**config.mk**
```make
export PLATFORM = sky130hd
export DESIGN_NAME = paired_timer_32bit
export DESIGN_NICKNAME = d
export VERILOG_FILES = /design/src/rtl/paired_timer_pkg.sv /design/src/rtl/paired_timer_32bit.sv
export SDC_FILE = /design/constraint.sdc
export NUM_CORES = 1
export LEC_CHECK = 0
export BUFFER_PORTS_ARGS = -buffer_cell sky130_fd_sc_hd__buf_2
export CORE_ASPECT_RATIO = 0.7
export CORE_MARGIN = 8
export CORE_UTILIZATION = 65
export DETAILED_ROUTE_END_ITERATION = 6
export HOLD_SLACK_MARGIN = 0.05
export PLACE_DENSITY = 0.88
export SLEW_MARGIN = 15
export SYNTH_ARGS = -nofsm -noshare
export SYNTH_HDL_FRONTEND = slang
export SYNTH_SLANG_ARGS = --single-unit
```
**constraint.sdc**
```tcl
create_clock -name mclk -period 7.9 [get_ports mclk]
set_input_delay 1.58 -clock mclk [delete_from_list [all_inputs] [get_ports mclk]]
set_output_delay 1.58 -clock mclk [all_outputs]
set_load 0.005 [all_outputs]
```
**src/rtl/paired_timer_pkg.sv**
```systemverilog
/*
 * Package for the paired 32-bit timer block: register byte offsets,
 * control field positions, reset values and timing constants.
 * Assumes an AXI4-Lite master with 32-bit data and one clock (mclk).
 */
// Notes on behaviour
// - Each pair runs as two 16-bit or one 32-bit.
// - Lower timer is low word, upper is high.
// - Paired mode ignores upper control register entirely.
// - Paired uses lower clock/gate, upper interrupt flag.
// - Control bit 3 of lower selects pairing.
// - Two-bit prescaler; lower one rules when paired.
// - Clock source and gate bits; external input pin.
// - Paired period: upper high word, lower low.
// - Paired interrupt on full 32-bit period match.
// - Bit 15 starts timer; lower starts pair.
// - Count registers: upper high word, lower low.
// - Split timers support all synchronous 16-bit modes.
// - Converter trigger only from pair A upper/joined.
// - Each timer: sync timer/counter, gate, prescale, interrupt.
// - Gated operation; keeps running in idle and sleep.
// - Per-timer interrupt enable and three-bit priority.
package paired_timer_pkg;

    // ------------------------------------------------------------------
    // Register map, byte addresses, index = timer 0..3 (A lo, A hi, B lo, B hi)
    // ------------------------------------------------------------------
    localparam logic [7:0] CTRL_BASE   = 8'h00;  // Control, +4 per timer
    localparam logic [7:0] PERIOD_BASE = 8'h10;  // Period, +4 per timer
    localparam logic [7:0] COUNT_BASE  = 8'h20;  // Count, +4 per timer
    localparam logic [7:0] IRQ_STATUS  = 8'h30;  // Sticky match flags
    localparam logic [7:0] IRQ_MASK    = 8'h34;  // Enables, same layout
    localparam logic [7:0] IRQ_PRIO    = 8'h38;  // 3 bits per timer
    localparam logic [7:0] ADDR_TOP    = 8'h3C;  // First unmapped offset

    // ------------------------------------------------------------------
    // Control field positions
    // ------------------------------------------------------------------
    localparam int ON_BIT    = 15;  // Timer on
    localparam int GATE_BIT  = 6;   // Gate mode
    localparam int PS_HI     = 5;   // Prescale select high
    localparam int PS_LO     = 4;   // Prescale select low
    localparam int JOIN_BIT  = 3;   // Pair join (lower timers only)
    localparam int SRC_BIT   = 1;   // Clock source: 1 = external input

    // ------------------------------------------------------------------
    // Reset values and misc
    // ------------------------------------------------------------------
    localparam logic [15:0] CTRL_RESET   = 16'h0000;
    localparam logic [15:0] PERIOD_RESET = 16'hFFFF;
    localparam logic [15:0] CTRL_MASK    = 16'h807A;  // Writable control bits
    localparam logic [1:0]  RESP_OKAY    = 2'b00;
    localparam logic [1:0]  RESP_SLVERR  = 2'b10;

    // Prescale terminal counts (ratio minus one) for select 0..3 (1, 8, 64, 256)
    localparam logic [7:0] PS_DIV1   = 8'h00;
    localparam logic [7:0] PS_DIV8   = 8'h07;
    localparam logic [7:0] PS_DIV64  = 8'h3F;
    localparam logic [7:0] PS_DIV256 = 8'hFF;

endpackage

```
**src/rtl/paired_timer_32bit.sv**
```systemverilog
/*
 * Four 16-bit timers in two pairs, each pair joinable into one 32-bit
 * timer, with AXI4-Lite registers, sticky match status and one
 * level interrupt. Assumes external count and gate pins are asynchronous
 * to mclk; both are synchronised here, and the count pins edge-detected.
 */
module paired_timer_32bit (
    // Clock and reset
    input  wire logic        mclk,
    input  wire logic        rstn,
    // AXI4-Lite write address
    input  wire logic [7:0]  awaddr,
    input  wire logic        awvalid,
    output logic             awready,
    // AXI4-Lite write data
    input  wire logic [31:0] wdata,
    input  wire logic [3:0]  wstrb,
    input  wire logic        wvalid,
    output logic             wready,
    // AXI4-Lite write response
    output logic [1:0]       bresp,
    output logic             bvalid,
    input  wire logic        bready,
    // AXI4-Lite read address
    input  wire logic [7:0]  araddr,
    input  wire logic        arvalid,
    output logic             arready,
    // AXI4-Lite read data
    output logic [31:0]      rdata,
    output logic [1:0]       rresp,
    output logic             rvalid,
    input  wire logic        rready,
    // Pins: external count inputs and gate inputs, one per timer
    input  wire logic [3:0]  extCount,
    input  wire logic [3:0]  extGate,
    // Events
    output logic             adcTrigger,
    output logic             irq,
    output logic [2:0]       irqPriority
);

    // ------------------------------------------------------------------
    // Register state
    // ------------------------------------------------------------------
    logic [15:0] ctrlQ   [4];     // Control per timer
    logic [15:0] periodQ [4];     // Period per timer
    logic [15:0] countQ  [4];     // Count per timer
    logic [15:0] countD  [4];     // Next count
    logic [3:0]  statusQ;         // Sticky match flags
    logic [3:0]  maskQ;           // Interrupt enables
    logic [11:0] prioQ;           // Three-bit priority per timer
    logic [7:0]  preQ    [4];     // Prescale counters
    logic [7:0]  preD    [4];
    logic [3:0]  matchEv;         // Period match events this cycle
    logic        adcQ;            // Registered converter trigger

    // ------------------------------------------------------------------
    // Pin synchronisers: two flops, plus a third on count pins for edge detect
    // ------------------------------------------------------------------
    logic [3:0] cntS1Q, cntS2Q, cntS3Q;  // Count pin stages
    logic [3:0] gateS1Q, gateS2Q;        // Gate pin stages

    always_ff @(posedge mclk) begin
        if (!rstn) begin
            // Idle-low reset level: no false edge after reset
            cntS1Q  <= 4'h0;
            cntS2Q  <= 4'h0;
            cntS3Q  <= 4'h0;
            gateS1Q <= 4'h0;
            gateS2Q <= 4'h0;
        end else begin
            cntS1Q  <= extCount;
            cntS2Q  <= cntS1Q;
            cntS3Q  <= cntS2Q;
            gateS1Q <= extGate;
            gateS2Q <= gateS1Q;
        end
    end

    // Rising edges of the synchronised count inputs
    wire [3:0] extRise = cntS2Q & ~cntS3Q;

    // ------------------------------------------------------------------
    // Effective configuration per timer
    // ------------------------------------------------------------------
    wire joinA = ctrlQ[0][paired_timer_pkg::JOIN_BIT];
    wire joinB = ctrlQ[2][paired_timer_pkg::JOIN_BIT];
    wire [3:0] joined = {joinB, joinB, joinA, joinA};

    logic [3:0] runOn;     // Timer enabled
    logic [3:0] tick;      // Prescaled tick
    logic [3:0] step;      // Tick that may advance the count
    logic [3:0] atPeriod;  // Count equals period

    // Paired 32-bit compare values, upper word from upper timer
    wire [31:0] cntA = {countQ[1], countQ[0]};
    wire [31:0] cntB = {countQ[3], countQ[2]};
    wire [31:0] perA = {periodQ[1], periodQ[0]};
    wire [31:0] perB = {periodQ[3], periodQ[2]};

    // ------------------------------------------------------------------
    // Tick generation per timer; upper timers of a joined pair take the
    // lower timer's control, clock and gate
    // ------------------------------------------------------------------
    always_comb begin
        for (int i = 0; i < 4; i++) begin
            int src;
            logic [15:0] c;
            logic [7:0]  lim;
            logic        raw;
            logic        gateOk;
            lim    = paired_timer_pkg::PS_DIV1;
            raw    = 1'b0;
            gateOk = 1'b0;

            src = (joined[i] && i[0]) ? i - 1 : i;
            c   = ctrlQ[src];
            unique case (c[paired_timer_pkg::PS_HI:paired_timer_pkg::PS_LO])
                2'd0:    lim = paired_timer_pkg::PS_DIV1;
                2'd1:    lim = paired_timer_pkg::PS_DIV8;
                2'd2:    lim = paired_timer_pkg::PS_DIV64;
                default: lim = paired_timer_pkg::PS_DIV256;
            endcase
            runOn[i] = c[paired_timer_pkg::ON_BIT];
            // Synchronous counter on pin edges, else the system clock
            raw = c[paired_timer_pkg::SRC_BIT] ? extRise[src] : 1'b1;
            // Gate mode counts only while the gate pin is high
            gateOk = !c[paired_timer_pkg::GATE_BIT] || gateS2Q[src];
            step[i] = 1'b0;
            tick[i] = 1'b0;
            preD[i] = preQ[i];
            if (runOn[i] && raw && gateOk) begin
                if (preQ[i] == lim) begin
                    tick[i] = 1'b1;
                    preD[i] = 8'h00;
                end else begin
                    preD[i] = preQ[i] + 8'h01;
                end
            end else if (!runOn[i]) begin
                // Stopped: prescaler restarts at zero
                preD[i] = 8'h00;
            end
            step[i] = tick[i];
        end
    end

    // ------------------------------------------------------------------
    // Count update: 16-bit wrap at period, or 32-bit wrap per pair
    // ------------------------------------------------------------------
    always_comb begin
        for (int i = 0; i < 4; i++) begin
            atPeriod[i] = (countQ[i] == periodQ[i]);
            countD[i]   = countQ[i];
            matchEv[i]  = 1'b0;
        end

        // Then apply each pair's steps
        for (int p = 0; p < 2; p++) begin
            int lo;
            logic [31:0] c32;
            logic [31:0] p32;
            lo  = 2 * p;
            c32 = p[0] ? cntB : cntA;
            p32 = p[0] ? perB : perA;
            if (joined[lo]) begin
                if (step[lo]) begin
                    if (c32 == p32) begin
                        // Both words wrap together
                        countD[lo]     = 16'h0000;
                        countD[lo + 1] = 16'h0000;
                        matchEv[lo + 1] = 1'b1;
                    end else begin
                        {countD[lo + 1], countD[lo]} = c32 + 32'h0000_0001;
                    end
                end
            end else begin
                // Split: each timer wraps at its own period
                for (int k = lo; k < lo + 2; k++) begin
                    if (step[k]) begin
                        if (atPeriod[k]) begin
                            countD[k]  = 16'h0000;
                            matchEv[k] = 1'b1;
                        end else begin
                            countD[k] = countQ[k] + 16'h0001;
                        end
                    end
                end
            end
        end
    end

    // ------------------------------------------------------------------
    // AXI4-Lite slave: write takes address and data in either order
    // ------------------------------------------------------------------
    logic        awHeldQ, wHeldQ;
    logic [7:0]  awAddrQ;
    logic [31:0] wDataQ;
    logic [3:0]  wStrbQ;

    // A half is refused while parked or while its answer waits
    assign awready = !awHeldQ && !bvalid;
    assign wready  = !wHeldQ && !bvalid;
    assign arready = !rvalid;

    // A parked half stands in for the live one
    wire        awGot   = awHeldQ || (awvalid && awready);
    wire        wGot    = wHeldQ || (wvalid && wready);
    wire        doWrite = awGot && wGot && !bvalid;
    wire [7:0]  wAddr   = awHeldQ ? awAddrQ : awaddr;
    wire [31:0] wVal    = wHeldQ ? wDataQ : wdata;
    wire [3:0]  wStb    = wHeldQ ? wStrbQ : wstrb;
    wire        wLoOk   = wStb[0] && wStb[1];           // Low halfword lanes
    wire        wMapped = (wAddr < paired_timer_pkg::ADDR_TOP) && (wAddr[1:0] == 2'b00);
    wire [1:0]  wIdx    = wAddr[3:2];
    wire        wCtrl   = wAddr[7:4] == paired_timer_pkg::CTRL_BASE[7:4];
    wire        wPer    = wAddr[7:4] == paired_timer_pkg::PERIOD_BASE[7:4];
    wire        wCnt    = wAddr[7:4] == paired_timer_pkg::COUNT_BASE[7:4];

    // Read side
    wire        doRead  = arvalid && arready;
    wire [1:0]  rIdx    = araddr[3:2];
    wire        rMapped = (araddr < paired_timer_pkg::ADDR_TOP) && (araddr[1:0] == 2'b00);
    wire        rStatus = rMapped && (araddr == paired_timer_pkg::IRQ_STATUS);
    logic [31:0] rMux;

    // Read data selection
    always_comb begin
        unique case (araddr[7:4])
            paired_timer_pkg::CTRL_BASE[7:4]:   rMux = {16'h0000, ctrlQ[rIdx]};
            paired_timer_pkg::PERIOD_BASE[7:4]: rMux = {16'h0000, periodQ[rIdx]};
            paired_timer_pkg::COUNT_BASE[7:4]:  rMux = {16'h0000, countQ[rIdx]};
            default: begin
                if (araddr == paired_timer_pkg::IRQ_STATUS)
                    rMux = {28'h000_0000, statusQ};
                else if (araddr == paired_timer_pkg::IRQ_MASK)
                    rMux = {28'h000_0000, maskQ};
                else
                    rMux = {20'h0_0000, prioQ};
            end
        endcase
    end

    // Bus handshake registers
    always_ff @(posedge mclk) begin
        if (!rstn) begin
            awHeldQ <= 1'b0;
            wHeldQ  <= 1'b0;
            awAddrQ <= 8'h00;
            wDataQ  <= 32'h0000_0000;
            wStrbQ  <= 4'h0;
            bvalid  <= 1'b0;
            bresp   <= paired_timer_pkg::RESP_OKAY;
            rvalid  <= 1'b0;
            rdata   <= 32'h0000_0000;
            rresp   <= paired_timer_pkg::RESP_OKAY;
        end else begin
            // A lone half waits here for its partner
            if (awvalid && awready && !doWrite) begin
                awHeldQ <= 1'b1;
                awAddrQ <= awaddr;
            end

            if (wvalid && wready && !doWrite) begin
                wHeldQ <= 1'b1;
                wDataQ <= wdata;
                wStrbQ <= wstrb;
            end

            // Both halves in: answer next cycle
            if (doWrite) begin
                awHeldQ <= 1'b0;
                wHeldQ  <= 1'b0;
                bvalid  <= 1'b1;
                bresp   <= wMapped ? paired_timer_pkg::RESP_OKAY
                                   : paired_timer_pkg::RESP_SLVERR;
            end else if (bvalid && bready) begin
                bvalid <= 1'b0;
            end

            // Unmapped reads answer zero
            if (doRead) begin
                rvalid <= 1'b1;
                rdata  <= rMapped ? rMux : 32'h0000_0000;
                rresp  <= rMapped ? paired_timer_pkg::RESP_OKAY
                                  : paired_timer_pkg::RESP_SLVERR;
            end else if (rvalid && rready) begin
                rvalid <= 1'b0;
            end
        end
    end

    // ------------------------------------------------------------------
    // Timer registers; a bus write to a count wins over counting
    // ------------------------------------------------------------------
    always_ff @(posedge mclk) begin
        if (!rstn) begin
            for (int i = 0; i < 4; i++) begin
                ctrlQ[i]   <= paired_timer_pkg::CTRL_RESET;
                periodQ[i] <= paired_timer_pkg::PERIOD_RESET;
                countQ[i]  <= 16'h0000;
                preQ[i]    <= 8'h00;
            end
            maskQ <= 4'h0;
            prioQ <= 12'h000;
        end else begin
            for (int i = 0; i < 4; i++) begin
                preQ[i]  <= preD[i];
                countQ[i] <= countD[i];
            end

            // Count writes come last, so the bus wins
            if (doWrite && wMapped && wLoOk) begin
                if (wCtrl)
                    ctrlQ[wIdx] <= wVal[15:0] & paired_timer_pkg::CTRL_MASK;
                if (wPer)
                    periodQ[wIdx] <= wVal[15:0];
                if (wCnt)
                    countQ[wIdx] <= wVal[15:0];
                if (wAddr == paired_timer_pkg::IRQ_MASK)
                    maskQ <= wVal[3:0];
                if (wAddr == paired_timer_pkg::IRQ_PRIO)
                    prioQ <= wVal[11:0];
            end
        end
    end

    // ------------------------------------------------------------------
    // Sticky status: read clears, a coincident match still sets
    // ------------------------------------------------------------------
    // One read clears every flag
    wire [3:0] statusClr = (doRead && rStatus) ? 4'hF : 4'h0;

    always_ff @(posedge mclk) begin
        if (!rstn) begin
            statusQ <= 4'h0;
        end else begin
            statusQ <= (statusQ & ~statusClr) | matchEv;
        end
    end

    // ------------------------------------------------------------------
    // Converter trigger: pair A upper timer match only, one-cycle pulse
    // ------------------------------------------------------------------
    always_ff @(posedge mclk) begin
        if (!rstn) begin
            adcQ <= 1'b0;
        end else begin
            adcQ <= matchEv[1];
        end
    end
    // Output straight from a flop: no glitch
    assign adcTrigger = adcQ;

    // ------------------------------------------------------------------
    // Interrupt: level while any enabled flag is set; joined pairs use
    // the upper timer's enable and priority
    // ------------------------------------------------------------------
    wire [3:0] pending = statusQ & maskQ;
    assign irq = |pending;

    // Highest priority among pending sources, for the interrupt controller
    always_comb begin
        irqPriority = 3'd0;
        for (int i = 0; i < 4; i++) begin
            // Ties keep the lower timer
            if (pending[i] && (prioQ[3*i +: 3] > irqPriority))
                irqPriority = prioQ[3*i +: 3];
        end
    end

endmodule // paired_timer_32bit

```
==> results.cfg, run 1 <==
[timing]
period_share = 0.858
slew_headroom = 0.140
finalSetupTns_ns = 0
hold_viol_final = 0
setup_viol = 0
tightest_slew_ns = 1.26
clock_skew_ns = 0.0176
max_freq_mhz = 148
layout_setup_ws_ns = 1.13
hold-worst-slack_ns = 0.436
finalMaxSlewViolations = 0
period_needed_ns = 6.77
rsz0062_at_grt = false

[floorplan]
initial_utilization = 0.657
dieHeight_um = 145
dieArea_um2 = 29000
ioPinCount = 113
coreArea_um2 = 23500
row_count = 47
die_w_um = 200

[critical_path]
crit_fanout = 6
cp-end-kind = primary output
path_class = reg -> out
required_ns = 6.32
cp.arrival_ns = 5.19
crit_chain = nand3_1 -> ha_1 -> nor2b_1 -> o21a_1 -> o21a_1 -> mux2i_1 -> inv_1 -> ha_1 -> a21o_1 -> a21oi_1 -> a311oi_1 -> mux2_2 -> ha_1 -> inv_1 -> a21o_1 -> a21oi_1 -> a311oi_1 -> mux2_2 -> buf_2
path_common_cell = ha_1
start_kind = flip-flop
slowest_stage = a311oi_1
worst_path_largest_cell_delay_ns = 0.52

[placed_design]
globalplace.congestion = 1.04
post_dp_cell_area_um2 = 15900
dp_hpwl_um = 32800
portBuffers = 76
placedCellCount = 1874
dpl_worst_slack_ns = 1.82

[grt]
grt_pass1_wl_um = 70300
grt_use_total = 0.309
grt_max_degree = 49
grt_pass1_vias = 12300
grt_antenna_before_repair = 0
grt_overflow = 0

[clock_network]
cts_tree = built
path_clk_slew_ns = 0.06
clk_latency_ns = 0.57
htree_levels = 1
cts_setup_buffers = 0
cts_hold_buffers = 0
clockBufferDepth = 3
root_buffer = clkbuf_16
cts_made_buffers = 27
post_cts_resized = 0
clkSinkCount = 273

[detailed_routing]
first_iter_violations = 1911
avgViaCountPerCell = 6.77
ant_nets = 0
num_vias = 13000
drc = 0
first_pass_iters = 6
wire_per_inst_um = 23.8
drt-total-wl_um = 45900

[final_layout]
layout.nets = 1669
seq_area_um2 = 6990
syn_to_final_growth_pct = 8.78
finalInstanceArea_um2 = 16800
final_util = 0.715
instances_no_fill = 1925
fillers = 1641
layout-drive-gt1-share = 0.151
multi_input_area_um2 = 7810

[logic_synthesis]
async_flop_share = 0
ys_ff_latch = 273
yosysSeqAreaShare = 0.453
synth_edf_count = 152
synthCells = 1550
syn_area_per_cell_um2 = 9.95
synth.distinct_cells = 92
ys.flop_type = edfxtp_1
yosysWarnings = 0
syn_area_um2 = 15400

[power_and_ir_drop]
power_leakage_nw = 5.69
power.total_mw = 3.31
power.density_nw_per_um2 = 197
ir_worst_vdd_mv = 0.187

[run_status]
status = complete, no violations

[flow_run]
maxCapViolations = 0

[hold_path]
min_path_type = reg -> reg
cells in the mapped netlist (27+ instances only):
cell type    n  share of area
a21oi_1     80          0.026
clkbuf_1    60          0.015
dfxtp_1    121           0.16
edfxtp_1   152           0.30
inv_1       32         0.0078
mux2i_1     52          0.034
mux4_2      37          0.054
nand2_1    209          0.051
nand3_1     51          0.017
nand4_1     36          0.015
nor2_1     127          0.031
nor3_1      27         0.0088
o21ai_0     42          0.014
o22ai_1     47          0.019
xnor2_1     78          0.044
xor2_1      41          0.023
routing by layer:
layer,vias to the layer above,share of wire,GRT usage
met4,0,0.037,0.110
li1,5746,-,-
met5,-,0,0
met2,1012,0.42,0.453
met1,6119,0.38,0.410
met3,159,0.17,0.122
layout by cell type, fill, tap and decap left out, drive strengths merged, types with 18 or more instances in the layout:
cell type	n
dfxtp	121
and2	21
o22ai	47
edfxtp	152
o21ai	43
buf	101
a21oi	81
nand4	38
xnor2	78
mux4	38
xor2	41
clkbuf	34
conb	18
and3	18
nand2b	18
nand2	210
nor2	128
nor3	31
mux2i	52
inv	33
nand3	52
area by class of cell:
cell class                      count  share of cell area
Antenna cell                        1            0.000149
Clock buffer                       34              0.0443
Clock inverter                     16             0.00902
Inverter                           33             0.00746
Multi-Input combinational cell   1149               0.465
Sequential cell                   273               0.416
Tap cell                          318              0.0237
Timing Repair Buffer              101              0.0339
worst max-delay path, delay by kind of cell (launching register included):
family          cells  cell delay, ns
flops               1            0.49
mux                 3            1.03
compound gates      8            1.77
buf+inv             3            0.25
fa+ha+maj           3            0.79
simple gates        2            0.30
where the power goes:
part           leakage [nW]  total (mW)  switching, mW  internal, mW
clock network         0.433        1.32          0.579         0.737
logic                  2.93       0.362          0.227         0.135
registers              2.32        1.63         0.0861          1.55
flip-flops by register name, summed over array words and instances (netlist names), 2 cells and up:
name / count
wStrbQ: 2
maskQ: 4
preQ: 32
cntS1Q: 4
periodQ: 64
statusQ: 4
cntS3Q: 4
gateS1Q: 4
prioQ: 12
gateS2Q: 4
awAddrQ: 8
countQ: 64
wDataQ: 16
cntS2Q: 4
ctrlQ: 24
rdata: 16
cells by family (layout without fill, tap and decap cells):
kind of cell	Yosys count	in the layout	synth area share
simple gates	595	595	0.190
compound gates	294	294	0.128
flops	273	273	0.453
buf+inv	145	184	0.0466
xor+xnor	119	119	0.0676
mux	106	106	0.101
fa+ha+maj	17	17	0.0138
other cells	1	19	0.000243
final timing paths:
check / start / slack [ns] / cells past startpoint / to
max reg2reg: awHeldQ$_SDFFE_PP0P_ / 3.86 / 5 / countQ[2][14]$_DFFE_PP_
max: statusQ[0]$_SDFF_PN0_ / 1.13 / 19 / irqPriority[0]
min: cntS1Q[3]$_SDFF_PN0_ / 0.44 / 1 / cntS2Q[3]$_SDFF_PN0_
min reg2reg: cntS1Q[3]$_SDFF_PN0_ / 0.44 / 1 / cntS2Q[3]$_SDFF_PN0_
Note: power is estimated with default switching activity, not from simulation.
==> run 2, diff against run 1 <==
CORE_UTILIZATION = 61   (was 65)
PLACE_DENSITY = 0.84   (was 0.88)
clock period = 7.1 ns   (was 7.9 ns; I/O delays follow)
==> results.cfg, run 2 (synthesis gave the netlist of run 1 again) <==
[hold_path]
min_path_type = reg -> reg
worstHoldStart = cntS1Q[3]$_SDFF_PN0_

[grt]
grt_pass1_wl_um = 69700
grt_overflow = 0
grt_antenna_before_repair = 0
grt_use_total = 0.291
grt_max_degree = 53
grt_pass1_vias = 12300

[detailed_routing]
num_vias = 13000
drt-total-wl_um = 45300
first_pass_iters = 6
wire_per_inst_um = 23.5
avgViaCountPerCell = 6.73
drc = 0
first_iter_violations = 1902
ant_nets = 0

[final_layout]
seq_area_um2 = 6990
multi_input_area_um2 = 7810
layout.nets = 1670
layout_common_cells = 209 x nand2_1, 152 x edfxtp_1, 127 x nor2_1
fillers = 1866
syn_to_final_growth_pct = 9.50
reg.largest.list = countQ (64), periodQ (64), preQ (32)
final_common_cell = nand2_1
layout-drive-gt1-share = 0.153

[power_and_ir_drop]
power_leakage_nw = 5.74
p_switching_mw = 1.01
p_comb_frac = 0.105
clkPwrFrac = 0.419
power.density_nw_per_um2 = 226
ir_worst_vdd_mv = 0.239
intPower_mw = 2.80
sequentialPowerShare = 0.477
sw_frac_of_total = 0.265

[critical_path]
crit_fanout = 6
cp-end-kind = primary output
path_class = reg -> out
worstSetupStartpoint = statusQ[0]$_SDFF_PN0_
cp.arrival_ns = 5.16
r2r_start = awHeldQ$_SDFFE_PP0P_
required_ns = 5.68
start_kind = flip-flop

[timing]
slew_headroom = 0.0870
tightest_slew_ns = 1.35
layout_setup_ws_ns = 0.520
hold_viol_final = 0
hold-worst-slack_ns = 0.433
period_share = 0.927
clock_skew_ns = 0.00903
max_freq_mhz = 152
finalMaxSlewViolations = 0
rsz0062_at_grt = false
finalSetupTns_ns = 0
period_needed_ns = 6.58
setup_viol = 0

[run_status]
status = complete, no violations

[clock_network]
cts_made_buffers = 27
cts_tree = built
root_buffer = clkbuf_16
clkSinkCount = 273
cts_hold_buffers = 0
path_clk_slew_ns = 0.07
clockBufferDepth = 3
clk_latency_ns = 0.57
htree_levels = 1
post_cts_resized = 0
cts_setup_buffers = 0

[placed_design]
globalplace.congestion = 1.02
dp_hpwl_um = 32800
dpl_worst_slack_ns = 1.17
portBuffers = 76

[floorplan]
row_count = 48
coreArea_um2 = 24700
ioPinCount = 113
dieArea_um2 = 30700
die_w_um = 206
initial_utilization = 0.623
dieHeight_um = 149

[flow_run]
maxCapViolations = 0
==> run 2: final timing paths <==
| path | end | slack [ns] | cells past startpoint |
|---|---|---|---|
| setup / recovery | irqPriority[0] | 0.52 | 19 |
| hold / removal | cntS2Q[3]$_SDFF_PN0_ | 0.43 | 1 |
| setup reg to reg | countQ[2][14]$_DFFE_PP_ | 3.27 | 6 |
| hold reg to reg | cntS2Q[3]$_SDFF_PN0_ | 0.43 | 1 |
==> run 2: through the flow <==
step / power (mW) / instance area [um^2] / cells / utilization
final: 3.81 / 16900 / 1933 / 0.683
after global routing: 3.90 / 16900 / 1932 / 0.683
after CTS: 3.79 / 16900 / 1932 / 0.683
after detailed placement: 2.23 / 15900 / 1882 / 0.643
after global placement: 2.21 / 15900 / 1882 / 0.643
after floorplan: 2.08 / 15500 / 1567 / -
==> run 2: metal layers <==
layer | vias up | global-route usage | wire, um
met5 | - | 0 | 0
met4 | 0 | 0.109 | 1850
met3 | 147 | 0.132 | 7790
met2 | 938 | 0.402 | 18500
met1 | 6187 | 0.396 | 17200
li1 | 5728 | - | -
==> run 2: power groups by stage <==
stage          logic (mW)  clock network (mW)  registers (mW)
6_report            0.399                1.59            1.82
5_1_grt             0.426                1.66            1.82
4_1_cts             0.386                1.59            1.81
3_5_place_dp        0.382                   0            1.84
3_3_place_gp        0.372                   0            1.84
2_1_floorplan       0.285                   0            1.79
==> run 2: critical path, stage by stage (launching register included) <==
cell      delay, ns
dfxtp_1        0.44
nand3_1        0.15
ha_1           0.33
nor2b_1        0.14
o21a_1         0.17
o21a_1         0.22
mux2i_1        0.23
inv_1          0.07
ha_1           0.30
a21o_1         0.11
a21oi_1        0.06
a311oi_1       0.52
mux2_2         0.43
ha_1           0.18
inv_1          0.05
a21o_1         0.10
a21oi_1        0.06
a311oi_1       0.52
mux2_2         0.40
buf_2          0.13
==> run 2: area by class of cell <==
| cell class | count | share of cell area |
|---|---|---|
| sequential | 273 | 0.414 |
| clock buffer | 37 | 0.0484 |
| multi-input combinational | 1149 | 0.462 |
| timing repair buffer | 102 | 0.0341 |
| clock inverter | 13 | 0.0101 |
| antenna | 1 | 0.000148 |
| tap | 325 | 0.0241 |
| inverter | 33 | 0.00741 |
==> run 3, diff against run 2 <==
ABC_AREA = 1   (was default)
CORE_UTILIZATION = 62   (was 61)
==> results.cfg, run 3 <==
[final_layout]
seq_area_um2 = 6990
layout-drive-gt1-share = 0.0738
multi_input_area_um2 = 9350
final_util = 0.676
fillers = 2602
finalInstanceArea_um2 = 19500
antenna_cells = 0
reg.largest.list = countQ (64), periodQ (64), preQ (32)
layout_common_cells = 862 x nand2_1, 311 x inv_1, 306 x nor2_1
layout.nets = 2812
instances_no_fill = 3128
final_common_cell = nand2_1
syn_to_final_growth_pct = 7.80

[timing]
layout_setup_ws_ns = 1.40
hold_viol_final = 0
max_freq_mhz = 175
finalSetupTns_ns = 0
tightest_slew_ns = 1.21
clock_skew_ns = 0.0284
hold-worst-slack_ns = 0.417
rsz0062_at_grt = false
period_needed_ns = 5.70
slew_headroom = 0.186
finalMaxSlewViolations = 0
period_share = 0.803
setup_viol = 0

[detailed_routing]
wire_per_inst_um = 19.5
drc = 0
num_vias = 18700
ant_nets = 0
first_pass_iters = 7
first_iter_violations = 2512
avgViaCountPerCell = 5.99
drt-total-wl_um = 60900

[logic_synthesis]
synth_area_leaders = edfxtp_1 25%, nand2_1 18%, dfxtp_1 13%
synth_edf_count = 152
yosysTopAreaCellShare = 0.252
syn_area_um2 = 18100
yosysSeqAreaShare = 0.386
synth_area_leader_cell = edfxtp_1
syn_area_per_cell_um2 = 6.69
yosysWarnings = 0
ys_ff_latch = 273
async_flop_share = 0
synthCells = 2702
ys.flop_type = edfxtp_1
yosysMostFrequentCell = nand2_1
ys_top_cells_by_count = 862 x nand2_1, 312 x inv_1, 307 x nor2_1, 236 x nand3_1, 183 x o21ai_0
synth.distinct_cells = 51

[critical_path]
crit_fanout = 6
path_class = reg -> out
r2r_start = wHeldQ$_SDFFE_PP0P_
cp.arrival_ns = 4.28
start_kind = flip-flop
r2r_end = ctrlQ[1][4]$_SDFFCE_PN0P_
crit_chain = nand2_1 -> inv_1 -> nand2_1 -> ha_1 -> nand2_1 -> o21ai_0 -> nand3b_1 -> nand2_1 -> o21ai_0 -> ha_1 -> nand2_1 -> o21ai_0 -> nand4_1 -> o21ai_0 -> ha_1 -> a21oi_1 -> o21ai_0 -> nand4_1 -> nor2_1 -> a21oi_1 -> buf_2
critical-path-top-delay-family = compound AO/OA/AOI/OAI gates
cp.buffers_inverters = 2
worst_path_largest_cell_delay_ns = 0.36
cp-end-kind = primary output
ff2ff_path_depth = 10
required_ns = 5.68
slowest_stage = dfxtp_1
r2r_slack_ns = 3.28

[placed_design]
placedCellCount = 3076
globalplace.congestion = 1.02
dp_hpwl_um = 45800
portBuffers = 76
post_dp_cell_area_um2 = 18500
dpl_worst_slack_ns = 2.06

[clock_network]
root_buffer = clkbuf_16
clkSinkCount = 273
clk_latency_ns = 0.59
path_clk_slew_ns = 0.06
cts_tree = built
cts_setup_buffers = 0
htree_levels = 1
post_cts_resized = 0
cts_hold_buffers = 0
clockBufferDepth = 3
cts_made_buffers = 28

[grt]
grt_antenna_before_repair = 0
grt_pass1_vias = 16800
grt_overflow = 0
grt_pass1_wl_um = 93700
grt_max_degree = 69
grt_use_total = 0.339

[run_status]
status = complete, no violations

[floorplan]
die_w_um = 220
dieArea_um2 = 35000
ioPinCount = 113
dieHeight_um = 159
coreArea_um2 = 28800
row_count = 52
initial_utilization = 0.627

[power_and_ir_drop]
power_leakage_nw = 8.96
power.total_mw = 4.03
ir_worst_vdd_mv = 0.191
power.density_nw_per_um2 = 206

[flow_run]
maxCapViolations = 0

[hold_path]
hold_depth = 2
whs_endpoint = cntS2Q[1]$_SDFF_PN0_
worstHoldStart = cntS1Q[1]$_SDFF_PN0_
min_path_type = reg -> reg
## run 3: cell count changes after synthesis, sizes merged, moves of 32 or more
cell	before	now
mux2i	52	0
nor2	128	319
o22ai	47	15
nand2	210	870
o21ai	43	190
a21oi	81	133
mux4	38	0
inv	32	319
xnor2	78	14
nand3	52	241
## run 3: logic make-up after synthesis
logic type                 after synthesis  synth area share
AOI/OAI and AO/OA                      374             0.110
xor gates and xnor gates                68            0.0329
adders and majority gates               17            0.0118
buffers and inverters                  437             0.101
DFF                                    273             0.386
other                                    1          0.000207
and+or+nand+nor                       1532             0.357
## run 3: layout make-up
| type | instances | share of cell area |
|---|---|---|
| clock inverters | 10 | 0.00578 |
| well taps | 378 | 0.0243 |
| clock buffers | 42 | 0.0434 |
| inverters | 322 | 0.0623 |
| multi-input cells | 2009 | 0.479 |
| flip-flops and latches | 273 | 0.358 |
| repair buffers | 94 | 0.0266 |
## run 3: worst max-delay path by stage
stage	cells after the start	slack, ns	start	endpoint
final	21	1.40	statusQ[0]$_SDFF_PN0_	irqPriority[2]
after global routing	21	0.91	statusQ[0]$_SDFF_PN0_	irqPriority[2]
after CTS	21	1.43	statusQ[0]$_SDFF_PN0_	irqPriority[2]
after detailed placement	21	2.06	statusQ[0]$_SDFF_PN0_	irqPriority[2]
after global placement	21	2.12	statusQ[0]$_SDFF_PN0_	irqPriority[0]
after floorplan	20	2.62	statusQ[0]$_SDFF_PN0_	irqPriority[0]
## run 3: worst reg2reg max path, cell delays in order (launching register included)
cell      delay, ns
dfxtp_1        0.73
clkinv_2       0.35
nand2_1        0.22
nand2_2        0.10
nor2_2         0.14
nand2_2        0.10
nor2_8         0.35
nand2_2        0.11
nor2_4         0.26
nand2_2        0.28
o21ai_0        0.81
## run 3: report_power, final
group,total [mW],switching (mW),internal [mW],leakage [nW]
Sequential,1.82,0.0856,1.74,2.32
Combinational,0.637,0.475,0.162,6.16
Clock,1.56,0.668,0.896,0.476
Total,4.03,1.23,2.80,8.96
## run 3: routing by layer
| layer | up-vias | share of wire | wire, um | GRT usage |
|---|---|---|---|---|
| li1 | 8749 | - | - | - |
| met1 | 8572 | 0.41 | 24900 | 0.477 |
| met2 | 1251 | 0.41 | 25100 | 0.493 |
| met3 | 172 | 0.14 | 8650 | 0.103 |
| met4 | 0 | 0.037 | 2250 | 0.108 |
| met5 | - | 0 | 0 | 0 |
